### config.mk
export PLATFORM = sky130hd
export DESIGN_NAME = tcse_timer
export DESIGN_NICKNAME = d
export VERILOG_FILES = /design/src/hdl/tcse_pkg.sv /design/src/hdl/tcse_timer.sv
export SDC_FILE = /design/constraint.sdc
export NUM_CORES = 1
export LEC_CHECK = 0
export ABC_CLOCK_PERIOD_IN_PS = 4640
export BUFFER_PORTS_ARGS = -buffer_cell sky130_fd_sc_hd__buf_2
export CAP_MARGIN = 20
export CORE_UTILIZATION = 60
export CTS_BUF_LIST = sky130_fd_sc_hd__clkbuf_8
export DETAILED_ROUTE_END_ITERATION = 16
export PLACE_DENSITY = 0.89
export SLEW_MARGIN = 15
export SYNTH_ARGS = -nofsm -noshare
export SYNTH_HDL_FRONTEND = slang
export SYNTH_SLANG_ARGS = --single-unit
### constraint.sdc
create_clock -name clk_in -period 4.64 [get_ports clk_in]
set_clock_uncertainty 0.05 [all_clocks]
set_input_delay 0.696 -clock clk_in [delete_from_list [all_inputs] [get_ports clk_in]]
set_output_delay 0.696 -clock clk_in [all_outputs]
set_load 0.005 [all_outputs]
### src/hdl/tcse_pkg.sv
package tcse_pkg;
   // ****************************************************************
   // command codes
   // ****************************************************************
   localparam logic [1:0] TCSE_CMD_NONE = 2'h0;
   localparam logic [1:0] TCSE_CMD_UPDATE = 2'h1;
   localparam logic [1:0] TCSE_CMD_RESTART = 2'h2;
   localparam logic [1:0] TCSE_CMD_RESET = 2'h3;
   // first event input actions
   localparam logic [2:0] TCSE_EVA_POSEDGE = 3'h0;
   localparam logic [2:0] TCSE_EVA_ANYEDGE = 3'h1;
   localparam logic [2:0] TCSE_EVA_HIGHLVL = 3'h2;
   localparam logic [2:0] TCSE_EVA_UPDOWN = 3'h3;
   // second event input actions
   localparam logic [2:0] TCSE_EVB_UPDOWN = 3'h3;
   localparam logic [2:0] TCSE_EVB_RESTART_POS = 3'h4;
   localparam logic [2:0] TCSE_EVB_RESTART_ANY = 3'h5;
   localparam logic [2:0] TCSE_EVB_RESTART_HIGH = 3'h6;
   // sleep states
   localparam logic [1:0] TCSE_SLEEP_ACTIVE = 2'h0;
   localparam logic [1:0] TCSE_SLEEP_IDLE = 2'h1;
   localparam logic [1:0] TCSE_SLEEP_STANDBY = 2'h2;
   localparam logic [1:0] TCSE_SLEEP_PDOWN = 2'h3;
   // reset values
   localparam logic [15:0] TCSE_CNT_RST = 16'h0000;
   localparam logic [15:0] TCSE_PER_RST = 16'hFFFF;
   localparam logic [15:0] TCSE_CMP_RST = 16'h0000;
   localparam logic [3:0] TCSE_FLAG_RST = 4'h0;
   localparam logic [9:0] TCSE_PRE_RST = 10'h000;
   // flag bit positions: 0 ovf/low underflow, 1..3 compare, 4 high underflow
   localparam int TCSE_F_OVF = 0;
   localparam int TCSE_F_CMP0 = 1;
   localparam int TCSE_F_HIGH_UNDERFLOW = 4;
   localparam int TCSE_NFLAG = 5;
endpackage

### src/hdl/tcse_timer.sv
`timescale 1ns/100ps
module tcse_timer
   import tcse_pkg::*;
(
   input wire logic clk_in,
   input wire logic nrst_in,
   input wire logic clk_en_in,
   input wire logic enable_in,
   input wire logic split_enable_bit_in,
   input wire logic run_in_standby_bit_in,
   input wire logic [2:0] prescaler_select_in,
   input wire logic lock_update_bit_in,
   input wire logic dir_in,
   input wire logic [1:0] command_in,
   input wire logic command_strobe_in,
   input wire logic [1:0] sleep_mode_in,
   input wire logic wr_strobe_in,
   input wire logic [2:0] wr_sel_in,
   input wire logic wr_hi_byte_in,
   input wire logic [7:0] wr_data_in,
   input wire logic [TCSE_NFLAG-1:0] flag_clear_in,
   input wire logic [TCSE_NFLAG-1:0] interrupt_enable_in,
   input wire logic first_event_input_in,
   input wire logic second_event_input_in,
   input wire logic first_event_input_enable_in,
   input wire logic second_event_input_enable_in,
   input wire logic [2:0] first_event_action_in,
   input wire logic [2:0] second_event_action_in,
   output logic [15:0] counter_value_out,
   output logic [5:0] waveform_output_out,
   output logic [TCSE_NFLAG-1:0] interrupt_flag_out,
   output logic [TCSE_NFLAG-1:0] irq_out,
   output logic overflow_or_low_underflow_event_out,
   output logic high_underflow_out,
   output logic [2:0] compare_match_event_out,
   output logic count_down_out
);
   // ****************************************************************
   // state
   // ****************************************************************
   typedef struct packed {
      logic [1:0] ev_a_sync;
      logic [1:0] ev_b_sync;
      logic ev_a_prev;
      logic ev_b_prev;
      logic [9:0] pre;
      logic [15:0] cnt;
      logic [15:0] per;
      logic [15:0] perbuf;
      logic [2:0][15:0] cmp;
      logic [2:0][15:0] cmpbuf;
      logic [3:0] bv;
      logic down;
      logic [5:0] wo;
      logic [TCSE_NFLAG-1:0] flag;
      logic [TCSE_NFLAG-1:0] irq;
      logic ovf_ev;
      logic high_underflow_ev;
      logic [2:0] cmp_ev;
   } tcse_state_t;

   tcse_state_t s_q;
   tcse_state_t s_d;

   // prescaler tap for the selected division
   function automatic logic tcse_tick(input logic [9:0] pre, input logic [2:0] sel);
      logic [9:0] mask;
      mask = 10'h000;
      unique case (sel)
         3'h0: mask = 10'h000;
         3'h1: mask = 10'h001;
         3'h2: mask = 10'h003;
         3'h3: mask = 10'h007;
         3'h4: mask = 10'h00F;
         3'h5: mask = 10'h03F;
         3'h6: mask = 10'h0FF;
         3'h7: mask = 10'h3FF;
      endcase
      return (pre & mask) == mask;
   endfunction

   // write one byte into a 16-bit field
   function automatic logic [15:0] tcse_byte(input logic [15:0] old, input logic hi,
                                             input logic [7:0] data);
      return hi ? {data, old[7:0]} : {old[15:8], data};
   endfunction

   logic running;
   logic tick;
   logic a_lvl;
   logic b_lvl;
   logic a_rise;
   logic a_edge;
   logic b_rise;
   logic b_edge;
   logic do_update;
   logic do_restart;
   logic count_en;
   logic dir_dn;
   logic [15:0] nxt;
   logic at_limit;
   logic [7:0] lc;
   logic [7:0] hc;
   logic [TCSE_NFLAG-1:0] set_f;

   // ****************************************************************
   // next-state logic
   // ****************************************************************
   always_comb
   begin
      s_d = s_q;
      set_f = '0;
      s_d.ovf_ev = 1'b0;
      s_d.high_underflow_ev = 1'b0;
      s_d.cmp_ev = 3'h0;
      // standby halts unless the run bit is set; power-down stops all
      running = enable_in && (sleep_mode_in != TCSE_SLEEP_PDOWN) &&
                (sleep_mode_in != TCSE_SLEEP_STANDBY || run_in_standby_bit_in);
      // event inputs come from another domain: two flops first
      s_d.ev_a_sync = {s_q.ev_a_sync[0], first_event_input_in};
      s_d.ev_b_sync = {s_q.ev_b_sync[0], second_event_input_in};
      s_d.ev_a_prev = s_q.ev_a_sync[1];
      s_d.ev_b_prev = s_q.ev_b_sync[1];
      a_lvl = s_q.ev_a_sync[1];
      b_lvl = s_q.ev_b_sync[1];
      a_rise = a_lvl && !s_q.ev_a_prev;
      a_edge = a_lvl != s_q.ev_a_prev;
      b_rise = b_lvl && !s_q.ev_b_prev;
      b_edge = b_lvl != s_q.ev_b_prev;
      tick = tcse_tick(s_q.pre, prescaler_select_in);
      count_en = tick;
      dir_dn = dir_in;
      do_restart = command_strobe_in && command_in == TCSE_CMD_RESTART;
      // events only act in normal mode
      if (!split_enable_bit_in)
      begin
         if (first_event_input_enable_in)
         begin
            unique case (first_event_action_in)
               TCSE_EVA_POSEDGE: count_en = a_rise;
               TCSE_EVA_ANYEDGE: count_en = a_edge;
               TCSE_EVA_HIGHLVL: count_en = tick && a_lvl;
               TCSE_EVA_UPDOWN: dir_dn = a_lvl;
               default: count_en = tick;
            endcase
         end
         if (second_event_input_enable_in)
         begin
            unique case (second_event_action_in)
               TCSE_EVB_UPDOWN: dir_dn = b_lvl;
               TCSE_EVB_RESTART_POS: do_restart = do_restart || b_rise;
               TCSE_EVB_RESTART_ANY: do_restart = do_restart || b_edge;
               TCSE_EVB_RESTART_HIGH: do_restart = do_restart || b_lvl;
               default: do_restart = do_restart;
            endcase
         end
         // both inputs steering direction: up only while both low
         if (first_event_input_enable_in && second_event_input_enable_in &&
             first_event_action_in == TCSE_EVA_UPDOWN &&
             second_event_action_in == TCSE_EVB_UPDOWN)
            dir_dn = a_lvl || b_lvl;
      end
      // a halted timer ignores event restarts; software restart still acts
      if (!running)
         do_restart = command_strobe_in && command_in == TCSE_CMD_RESTART;
      // register writes, byte by byte; contents kept across mode change
      if (wr_strobe_in)
      begin
         unique case (wr_sel_in)
            3'h0: s_d.cnt = tcse_byte(s_q.cnt, wr_hi_byte_in, wr_data_in);
            3'h1: s_d.per = tcse_byte(s_q.per, wr_hi_byte_in, wr_data_in);
            3'h2: s_d.cmp[0] = tcse_byte(s_q.cmp[0], wr_hi_byte_in, wr_data_in);
            3'h3: s_d.cmp[1] = tcse_byte(s_q.cmp[1], wr_hi_byte_in, wr_data_in);
            3'h4: s_d.cmp[2] = tcse_byte(s_q.cmp[2], wr_hi_byte_in, wr_data_in);
            3'h5:
            begin
               s_d.perbuf = tcse_byte(s_q.perbuf, wr_hi_byte_in, wr_data_in);
               s_d.bv[0] = 1'b1;
            end
            3'h6:
            begin
               s_d.cmpbuf[0] = tcse_byte(s_q.cmpbuf[0], wr_hi_byte_in, wr_data_in);
               s_d.bv[1] = 1'b1;
            end
            3'h7:
            begin
               s_d.cmpbuf[1] = tcse_byte(s_q.cmpbuf[1], wr_hi_byte_in, wr_data_in);
               s_d.bv[2] = 1'b1;
            end
         endcase
      end
      lc = s_q.cnt[7:0];
      hc = s_q.cnt[15:8];
      nxt = s_q.cnt;
      at_limit = 1'b0;
      do_update = 1'b0;
      s_d.pre = running ? 10'(s_q.pre + 10'h001) : s_q.pre;
      if (running && count_en && !do_restart)
      begin
         if (split_enable_bit_in)
         begin
            // two independent down-counters, no borrow between bytes
            lc = (lc == 8'h00) ? s_q.per[7:0] : 8'(lc - 8'h01);
            hc = (hc == 8'h00) ? s_q.per[15:8] : 8'(hc - 8'h01);
            s_d.cnt = {hc, lc};
            if (lc == 8'h00)
            begin
               set_f[TCSE_F_OVF] = 1'b1;
            end
            if (hc == 8'h00)
               set_f[TCSE_F_HIGH_UNDERFLOW] = 1'b1;
            for (int i = 0; i < 3; i++)
            begin
               if (lc == 8'h00)
                  s_d.wo[i] = 1'b0;
               else if (lc == s_q.cmp[i][7:0] && s_q.cmp[i][7:0] <= s_q.per[7:0])
                  s_d.wo[i] = 1'b1;
               if (hc == 8'h00)
                  s_d.wo[i+3] = 1'b0;
               else if (hc == s_q.cmp[i][15:8] && s_q.cmp[i][15:8] <= s_q.per[15:8])
                  s_d.wo[i+3] = 1'b1;
               if (lc == s_q.cmp[i][7:0])
                  set_f[TCSE_F_CMP0+i] = 1'b1;
            end
         end
         else
         begin
            // normal single-slope-style up or down count between bottom and top
            if (dir_dn)
            begin
               at_limit = s_q.cnt == 16'h0000;
               nxt = at_limit ? s_q.per : 16'(s_q.cnt - 16'h0001);
            end
            else
            begin
               at_limit = s_q.cnt == s_q.per;
               nxt = at_limit ? 16'h0000 : 16'(s_q.cnt + 16'h0001);
            end
            s_d.cnt = nxt;
            set_f[TCSE_F_OVF] = at_limit;
            do_update = at_limit && !lock_update_bit_in;
            for (int i = 0; i < 3; i++)
            begin
               if (nxt == s_q.cmp[i])
               begin
                  set_f[TCSE_F_CMP0+i] = 1'b1;
                  s_d.wo[i] = 1'b0;
               end
               if (nxt == 16'h0000 && s_q.cmp[i] != 16'h0000)
                  s_d.wo[i] = 1'b1;
            end
         end
      end
      // update command bypasses the lock bit
      if (command_strobe_in && command_in == TCSE_CMD_UPDATE)
         do_update = 1'b1;
      // buffers move only in normal mode
      if (do_update && !split_enable_bit_in)
      begin
         if (s_q.bv[0])
            s_d.per = s_q.perbuf;
         for (int i = 0; i < 2; i++)
         begin
            if (s_q.bv[i+1])
               s_d.cmp[i] = s_q.cmpbuf[i];
         end
         s_d.bv = 4'h0;
      end
      if (do_restart)
      begin
         s_d.cnt = TCSE_CNT_RST;
         s_d.wo = 6'h00;
         s_d.pre = TCSE_PRE_RST;
      end
      // events pulse for one cycle exactly when their flag is raised
      s_d.ovf_ev = set_f[TCSE_F_OVF];
      s_d.cmp_ev = set_f[TCSE_F_CMP0 +: 3];
      s_d.high_underflow_ev = set_f[TCSE_F_HIGH_UNDERFLOW] && split_enable_bit_in;
      // set wins over clear
      s_d.flag = (s_q.flag & ~flag_clear_in) | set_f;
      s_d.down = split_enable_bit_in ? 1'b1 : dir_dn;
      // reset command honoured only while disabled
      if (command_strobe_in && command_in == TCSE_CMD_RESET && !enable_in)
      begin
         s_d.pre = TCSE_PRE_RST;
         s_d.cnt = TCSE_CNT_RST;
         s_d.per = TCSE_PER_RST;
         s_d.perbuf = TCSE_PER_RST;
         s_d.cmp = {3{TCSE_CMP_RST}};
         s_d.cmpbuf = {3{TCSE_CMP_RST}};
         s_d.bv = TCSE_FLAG_RST;
         s_d.wo = 6'h00;
         s_d.flag = '0;
         s_d.down = 1'b0;
      end
      s_d.irq = s_d.flag & interrupt_enable_in;
   end

   // ****************************************************************
   // state register
   // ****************************************************************
   always_ff @(posedge clk_in or negedge nrst_in)
   begin
      if (!nrst_in)
      begin
         s_q <= '0;
         s_q.per <= TCSE_PER_RST;
         s_q.perbuf <= TCSE_PER_RST;
      end
      else if (clk_en_in)
         s_q <= s_d;
   end

   // outputs straight from flops
   assign counter_value_out = s_q.cnt;
   assign waveform_output_out = s_q.wo;
   assign interrupt_flag_out = s_q.flag;
   assign irq_out = s_q.irq;
   assign overflow_or_low_underflow_event_out = s_q.ovf_ev;
   assign high_underflow_out = s_q.high_underflow_ev;
   assign compare_match_event_out = s_q.cmp_ev;
   assign count_down_out = s_q.down;
endmodule
==> flow_summary.ini, run 1 <==
[status]
status = finished, final reports clean

[clock_tree]
cts_sinks = 169
holdBufCountCts = 0
post_cts_buffers = 0
cts_htree_levels = 4
ctsLongestPathBuffers = 2
cts_buffers = 17
clk_latency_ns = 0.50
clk_pin_slew_ns = 0.12
cts_tree = done
cts_resized = 0
cts_root_buf = clkbuf_8

[logic_synthesis]
yosys.cell_count.top_type = dfrtp_1
yosysSeqAreaShare_pct = 32.7
synth_area_sq_um = 13100
yosys-top-cells-count = dfrtp_1, nor2_1, a21oi_1
ys.flop_type = dfrtp_1
netlist.area_leader.share_pct = 26.2
yosysTopAreaCell = dfrtp_1
synth-edff-count = 0
synth_nets = 1625
syn_avg_cell_area_sq_um = 8.59
ys_warn_count = 0
synth_seq_cells = 169
ys_top_cells_by_area = dfrtp_1, xnor2_1, dfstp_2
synth_cell_types = 81
syn_inst = 1522
ys_async_sr_fraction_pct = 100

[die]
die_area_sq_um = 22400
core_sq_um = 21200
die_x_microns = 150
start_util_pct = 61.6
io_pins = 87
die_h_microns = 150
rows = 53

[flow_run]
drv_cap = 0

[critical_path]
required_ns = 4.98
worstPathMaxFanout = 13
r2r_end = irq_out[1]$_DFFE_PN0P_
crit_path_end_kind = flip-flop
r2r_start = counter_value_out[1]$_DFFE_PN0P_
endpoint = irq_out[1]$_DFFE_PN0P_
worstSetupStartpointType = flip-flop
critPathArrivalTime_ns = 4.57
reg2reg_slack_ns = 0.41
crit_start = counter_value_out[1]$_DFFE_PN0P_
critPathKind = reg -> reg
rr_worst_depth = 11

[placed_design]
portBuffers = 86
place_congestion = 1.05
place_hpwl_microns = 33800
place_inst = 1782

[power]
p_leak_nw = 6.26
peakVddDrop_mv = 0.232
power_density_nw_per_um2 = 445

[cells_and_area]
final_net_count = 1630
syn_to_final_growth_pct = 5.82
drive_gt1_share_pct = 15.3
final_util_pct = 65.2
fill_cells = 1740
multi_input_area_sq_um = 7890
seq_area_sq_um = 4270
instances_no_fill = 1816

[global_route]
antenna_found_initial = 0
grt.overflow.total = 0
grt_pass1_wl_microns = 70400
grt_max_degree = 107
grt_use_total_pct = 42.2
grt_pass1_vias = 12000

[detailed_routing]
drtPass1Iterations = 6
wl_met2_microns = 19900
routed_wl_microns = 46400
drc = 0
topRoutingLayerUsed = met4
vias = 12800
drtIter0Drc = 1712
met3_length_microns = 6150
wirelength_met1_microns = 17600
vias_per_cell = 7.03
wl_per_cell_microns = 25.5
ant_nets = 0

[sta]
tns_ns = 0
period_share_pct = 91.1
rsz0062_at_grt = no
fmax_ghz = 0.237
relSlewSlack_pct = 28.2
setup_violations = 0
finalHoldViolCount = 0
tightestPinTransition_ns = 1.07
period_minus_slack_ns = 4.23
drv_slew = 0

[min_path]
hp-class = in -> async
-- worst max-delay path, cell delays in order (launching register included) --
cell	delay, ns
dfrtp_1	0.55
inv_1	0.11
ha_1	0.31
nor4b_4	0.41
nand2_1	0.38
o311ai_1	0.50
nand2_1	0.29
xnor2_1	0.21
a2111oi_0	0.43
nand4_1	0.29
o31a_1	0.41
o221ai_1	0.18
-- stage by stage --
stage / total power, mW / instance area [sq um] / hold slack, ns / setup WS, ns
2_1_floorplan: 4.13 / 13100 / 0.350 / 0.912
3_3_place_gp: 4.93 / 13500 / 0.418 / 0.547
3_5_place_dp: 4.99 / 13500 / 0.413 / 0.433
4_1_cts: 6.01 / 13800 / 0.327 / 0.389
5_1_grt: 6.42 / 13800 / 0.367 / 0.0634
6_report: 6.15 / 13800 / 0.279 / 0.413
-- worst min path at each step --
stage	cells past startpoint	from	slack [ns]	to
2_1_floorplan	0	nrst_in	0.35	a_lvl$_DFFE_PN0P_
3_5_place_dp	1	count_down_out$_DFFE_PN0P_	0.41	count_down_out$_DFFE_PN0P_
4_1_cts	1	nrst_in	0.33	s_q[95]$_DFFE_PN0P_
6_report	1	nrst_in	0.28	s_q[95]$_DFFE_PN0P_
5_1_grt	1	nrst_in	0.37	s_q[53]$_DFFE_PN0P_
3_3_place_gp	1	irq_out[0]$_DFFE_PN0P_	0.42	irq_out[0]$_DFFE_PN0P_
-- logic make-up (layout without fill, tap and decap cells) --
group           after synthesis  after routing  synth area share, %
simple gates                467            467                 18.2
compound gates              415            415                 21.3
buf+inv                     197            215                 7.10
flops                       169            169                 32.7
xor+xnor                    155            155                 10.4
mux                          65             65                 5.15
fa+ha+maj                    54             54                 5.17
other cells                   0              1                    0
-- routing by layer --
layer | vias up | track usage [%]
met5 | - | 0
li1 | 5487 | -
met1 | 6071 | 57.0
met2 | 978 | 61.9
met3 | 238 | 10.2
met4 | 0 | 23.1
-- state kept, by name, indices dropped and copies added, names as in the netlist --
name / cells
a_lvl: 1
b_lvl: 1
compare_match_event_out: 3
count_down_out: 1
counter_value_out: 16
high_underflow_out: 1
interrupt_flag_out: 5
irq_out: 5
overflow_or_low_underflow_event_out: 1
s_d: 2
s_q: 127
waveform_output_out: 6
-- layout by cell type (no fill, tap or decap), types with 7 or more instances in the layout --
master | Yosys | final
nand2b_1 | 14 | 14
and3_1 | 9 | 9
mux2i_1 | 50 | 50
nor2b_1 | 12 | 12
inv_1 | 51 | 54
dfrtp_1 | 137 | 137
nor3_1 | 31 | 31
clkbuf_8 | 0 | 17
nand2_1 | 112 | 112
a22o_1 | 34 | 34
a221o_1 | 9 | 9
o31ai_1 | 9 | 9
o21ai_0 | 86 | 86
buf_2 | 19 | 86
a21o_1 | 13 | 13
nand3_1 | 40 | 40
nor4_1 | 24 | 24
buf_4 | 36 | 45
a31oi_1 | 8 | 8
xnor2_1 | 101 | 101
nand4_1 | 37 | 37
o21a_1 | 9 | 9
o2bb2ai_1 | 28 | 28
o22ai_1 | 14 | 13
a32o_1 | 9 | 9
xor2_1 | 54 | 54
dfstp_2 | 32 | 32
mux2_2 | 14 | 14
nor2_1 | 134 | 134
a21oi_1 | 115 | 114
ha_1 | 54 | 54
o31a_1 | 7 | 7
or3_1 | 10 | 10
a211oi_1 | 17 | 17
-- power breakdown --
group          total, mW  internal (mW)  leakage [nW]  switching, mW
Combinational       2.84           1.16          3.92           1.67
Clock               1.04          0.426         0.185          0.610
Sequential          2.28           1.78          2.16          0.500
Total               6.15           3.37          6.26           2.78
-- layout make-up --
type / instances / area share, %
Multi-Input combinational cell: 1156 / 57.0
Sequential cell: 169 / 30.9
Clock inverter: 15 / 0.922
Antenna cell: 1 / 0.0181
Tap cell: 275 / 2.49
Timing Repair Buffer: 132 / 5.63
Clock buffer: 17 / 1.69
Inverter: 51 / 1.38
Power figures use the tool's default switching activity.
==> run 2: changes to the inputs <==
CORE_UTILIZATION = 64   (was 60)
GPL_TIMING_DRIVEN = 0   (was default)
PLACE_DENSITY = 0.94   (was 0.89)
==> flow_summary.ini, run 2 (synthesis gave the netlist of run 1 again) <==
[sta]
relSlewSlack_pct = 29.8
rsz0062_at_grt = no
finalHoldViolCount = 0
setup_violations = 0
drv_slew = 0
tightestPinTransition_ns = 1.05
fmax_ghz = 0.225
period_minus_slack_ns = 4.45
period_share_pct = 95.8
tns_ns = 0

[cells_and_area]
drive_gt1_share_pct = 16.3
top_register = s_q
largest_reg_flops = 127
final_cell_mix = dfrtp_1, nor2_1, a21oi_1
final_common_cell = dfrtp_1
seq_area_sq_um = 4270
final_area_sq_um = 14400
antenna_cells = 0
multi_input_area_sq_um = 7980
fill_cells = 1462
syn_to_final_growth_pct = 10.3
final_net_count = 1738

[die]
die_x_microns = 145
die_area_sq_um = 21000
die_h_microns = 145
core_sq_um = 19700
rows = 51
io_pins = 87
start_util_pct = 66.3

[global_route]
grt_pass1_vias = 13000
antenna_found_initial = 1
grt_use_total_pct = 48.5
grt.overflow.total = 0
grt_max_degree = 93
grt_pass1_wl_microns = 77100

[detailed_routing]
ant_nets = 0
vias_per_cell = 7.03
vias = 13400
routed_wl_microns = 51200
drtPass1Iterations = 6
drc = 0
wl_per_cell_microns = 26.7
drtIter0Drc = 2098

[clock_tree]
ctsLongestPathBuffers = 2
cts_sinks = 169
clk_pin_slew_ns = 0.11
cts_tree = done
cts_buffers = 17
cts_htree_levels = 4
clk_latency_ns = 0.49
cts_root_buf = clkbuf_8
holdBufCountCts = 0

[critical_path]
r2r_start = counter_value_out[8]$_DFFE_PN0P_
critPathArrivalTime_ns = 4.78
worstSetupStartpointType = flip-flop
critPathKind = reg -> reg
r2r_end = waveform_output_out[2]$_DFFE_PN0P_
reg2reg_slack_ns = 0.19
crit_path_end_kind = flip-flop
rr_worst_depth = 14
required_ns = 4.98
worstPathMaxFanout = 9

[power]
swShare_pct = 47.1
clock_power_share_pct = 16.6
power_density_nw_per_um2 = 446
sequentialPowerShare_pct = 34.0
power_mw = 6.44
pwr-share-comb_pct = 49.4
p_sw_mw = 3.03
p_leak_nw = 6.53
p_int_mw = 3.40
peakVddDrop_mv = 0.397

[status]
status = finished, final reports clean

[flow_run]
drv_cap = 0

[placed_design]
place_hpwl_microns = 38200
dpl_cell_area_sq_um = 13900
portBuffers = 86
place_congestion = 1.04

[min_path]
hp-class = in -> async
-- run 2: cell count changes in the layout (fill, tap and decap cells not counted), moves of 3 or more --
cell | before | now
clkinv_8 | 0 | 3
clkbuf_1 | 0 | 72
inv_8 | 1 | 4
buf_2 | 86 | 104
buf_1 | 0 | 14
clkinvlp_4 | 4 | 0
clkinv_4 | 0 | 5
buf_6 | 1 | 4
-- run 2: through the flow --
stage / setup slack [ns] / instances / hold WS, ns / utilization (%)
final: 0.195 / 1913 / 0.101 / 73.2
after global routing: 0.0674 / 1913 / 0.157 / 73.2
after CTS: 0.00545 / 1908 / 0.140 / 72.7
after detailed placement: -1.41 / 1875 / 0.431 / 70.4
after global placement: -1.64 / 1873 / 0.413 / 70.2
after floorplan: 0.912 / 1522 / 0.350 / -
-- run 2: critical path, stage by stage, from the launching register on --
cell       delay, ns
dfrtp_1         0.42
buf_2           0.20
inv_1           0.13
ha_1            0.26
nor3b_4         0.22
buf_4           0.19
nand4_4         0.19
mux2i_4         0.31
o22ai_4         0.33
xor2_1          0.18
a2111oi_4       0.45
nand4_1         0.31
nor4_4          0.49
mux2_2          0.38
a211oi_1        0.24
-- run 2: power by group through the flow --
stage	sequential (mW)	clock (mW)	combinational, mW
after detailed placement	2.17	0	2.98
after CTS	2.14	1.05	3.04
after global placement	2.15	0	2.92
after global routing	2.19	1.10	3.39
after floorplan	1.99	0	2.14
final	2.19	1.07	3.18
-- run 2: repair_timing --
item                       in CTS  in global routing
buffers inserted                1                  6
gates resized for setup         9                  9
pin swaps                       0                  2
setup endpoints to repair       4                 10
hold endpoints to repair        0                  0
cloned                          0                  0
-- run 2: how the worst max path moves through the flow --
stage | startpoint | endpoint | slack [ns] | depth (start not counted)
2_1_floorplan | first_event_action_in[2] | waveform_output_out[1]$_DFFE_PN0P_ | 0.91 | 10
3_3_place_gp | first_event_input_enable_in | waveform_output_out[2]$_DFFE_PN0P_ | -1.64 | 11
3_5_place_dp | first_event_input_enable_in | waveform_output_out[2]$_DFFE_PN0P_ | -1.41 | 11
4_1_cts | counter_value_out[0]$_DFFE_PN0P_ | waveform_output_out[2]$_DFFE_PN0P_ | 0.005 | 14
5_1_grt | counter_value_out[0]$_DFFE_PN0P_ | waveform_output_out[2]$_DFFE_PN0P_ | 0.07 | 13
6_report | counter_value_out[8]$_DFFE_PN0P_ | waveform_output_out[2]$_DFFE_PN0P_ | 0.19 | 14
-- run 2: area by class of cell --
class                   count  area share [%]
repair buffers             95            3.63
plain buffers             145            5.09
multi-input cells        1156            55.3
inverters                  51            1.33
well taps                 265            2.30
clock inverters            15            1.10
flip-flops and latches    169            29.6
clock buffers              17            1.62
-- run 2: routing by layer --
metal	vias up	part of all wire, %	track usage, %
li1	5701	-	-
met1	6358	36	62.2
met2	1128	43	73.4
met3	259	14	11.9
met4	2	6.9	30.7
met5	-	0.018	0
==> run 3: changes to the inputs <==
ABC_CLOCK_PERIOD_IN_PS = 4500   (was 4640)
BUFFER_PORTS_ARGS = default   (was -buffer_cell sky130_fd_sc_hd__buf_2)
DONT_BUFFER_PORTS = 1   (was default)
PLACE_DENSITY = 0.9   (was 0.94)
clock period = 4.5 ns   (was 4.64 ns; I/O delays follow)
==> flow_summary.ini, run 3 (synthesis gave the netlist of run 1 again) <==
[status]
status = finished, final reports clean

[sta]
setup_violations = 0
fmax_ghz = 0.226
layout_setup_ws_ns = 0.0663
finalHoldViolCount = 0
fin_hold_ws_ns = 0.0212
relSlewSlack_pct = 24.0
rsz0062_at_grt = yes
tightestPinTransition_ns = 1.13
period_minus_slack_ns = 4.43
drv_slew = 0
period_share_pct = 98.5

[placed_design]
dpl_cell_area_sq_um = 13400
place_ws_ns = -1.14
portBuffers = 0
place_inst = 1787
place_hpwl_microns = 37800
place_congestion = 1.05

[detailed_routing]
vias = 13000
vias_per_cell = 7.10
routed_wl_microns = 50000
drtPass1Iterations = 7
ant_nets = 0
drc = 0
wl_per_cell_microns = 27.3
drtIter0Drc = 1754

[clock_tree]
clk_pin_slew_ns = 0.11
cts_sinks = 169
ctsLongestPathBuffers = 2
cts_root_buf = clkbuf_8
clk_latency_ns = 0.49
cts_tree = done
cts_htree_levels = 4
cts_buffers = 17

[power]
pwr-share-comb_pct = 49.1
peakVddDrop_mv = 0.311
swShare_pct = 47.2
p_leak_nw = 6.16
sequentialPowerShare_pct = 33.7
p_sw_mw = 3.13
clock_power_share_pct = 17.3
power_density_nw_per_um2 = 471
p_int_mw = 3.50

[die]
die_h_microns = 145
io_pins = 87
rows = 51
start_util_pct = 66.3
die_x_microns = 145
die_area_sq_um = 21000
core_sq_um = 19700

[global_route]
grt_use_total_pct = 47.8
grt_pass1_vias = 12500
grt_max_degree = 140
antenna_found_initial = 0
grt_pass1_wl_microns = 75800
grt.overflow.total = 0

[cells_and_area]
final_common_cell = dfrtp_1
largest_reg_flops = 127
drive_gt1_share_pct = 12.3
final_util_pct = 71.4
instances_no_fill = 1829
final_cell_mix = dfrtp_1, nor2_1, a21oi_1
final_area_sq_um = 14100
fill_cells = 1580
top_register = s_q
final_net_count = 1653
syn_to_final_growth_pct = 7.65

[critical_path]
rr_worst_depth = 13
worstPathMaxFanout = 6
crit_path_end_kind = flip-flop
critPathKind = in -> reg
r2r_end = waveform_output_out[2]$_DFFE_PN0P_
r2r_start = b_lvl$_DFFE_PN0P_
worstSetupStartpointType = input port
critPathArrivalTime_ns = 4.76
required_ns = 4.83
reg2reg_slack_ns = 0.08

[min_path]
hp-class = in -> async

[flow_run]
drv_cap = 0
[run 3: cell types whose count changed in the layout (fill, tap and decap cells not counted), moves of 2 or more]
cell       before  now
clkinv_4        5    2
buf_2         104   20
buf_1          14   12
a2111oi_0       2    0
o41ai_2         1    3
clkinv_8        3    5
o41ai_1         4    2
[run 3: critical path, stage by stage]
cell	delay [ns]
and4b_1	0.23
o21ai_0	0.76
a21oi_2	0.32
o22ai_1	0.85
xor2_1	0.22
a2111oi_4	0.40
nand4_1	0.20
nor4_4	0.29
buf_4	0.19
mux2_2	0.34
a211oi_2	0.30
[run 3: power groups by stage]
stage	clock, mW	combinational, mW	sequential (mW)
finish	1.14	3.25	2.23
floorplan	0	2.21	2.05
CTS	1.13	3.11	2.19
global route	1.19	3.45	2.23
global placement	0	2.92	2.21
detailed placement	0	2.98	2.22
[run 3: final cells by class]
cell class / count / area [sq um] / share of cell area (%)
inverter: 51 / 191 / 1.36
sequential: 169 / 4270 / 30.3
clock buffer: 17 / 234 / 1.66
multi-input combinational: 1156 / 8030 / 57.1
clock inverter: 15 / 175 / 1.24
antenna: 1 / 2.50 / 0.0178
buffer: 146 / 739 / 5.25
tap: 265 / 332 / 2.36
timing repair buffer: 9 / 100 / 0.711
[run 3: how the worst max path moves through the flow]
stage | startpoint | end | slack, ns
finish | first_event_input_enable_in | waveform_output_out[2]$_DFFE_PN0P_ | 0.07
global route | counter_value_out[0]$_DFFE_PN0P_ | irq_out[1]$_DFFE_PN0P_ | -0.07
CTS | counter_value_out[0]$_DFFE_PN0P_ | waveform_output_out[2]$_DFFE_PN0P_ | 0.03
detailed placement | first_event_input_enable_in | waveform_output_out[2]$_DFFE_PN0P_ | -1.14
global placement | counter_value_out[8]$_DFFE_PN0P_ | waveform_output_out[2]$_DFFE_PN0P_ | -1.22
floorplan | first_event_action_in[2] | waveform_output_out[1]$_DFFE_PN0P_ | 0.79
[run 3: per-stage QoR]
stage | total power [mW] | setup TNS [ns]
4_1_cts | 6.43 | 0
2_1_floorplan | 4.26 | 0
6_report | 6.63 | 0
3_5_place_dp | 5.19 | -4.80
5_1_grt | 6.87 | -0.149
3_3_place_gp | 5.12 | -4.53
[run 3: repair_timing]
item / 4_1_cts / 5_1_grt
setup endpoints to repair: 8 / 13
buffers inserted: 7 / 0
hold endpoints to repair: 139 / 0
resized for setup: 20 / 9
hold buffers: 2 / 0
pin swaps: 2 / 1
[run 3: metal layers]
layer	vias up	global-route usage (%)	wire [microns]
li1	5535	-	-
met1	6131	62.0	18600
met2	1070	71.0	21300
met3	255	12.6	6630
met4	0	30.1	3520
met5	-	0	0
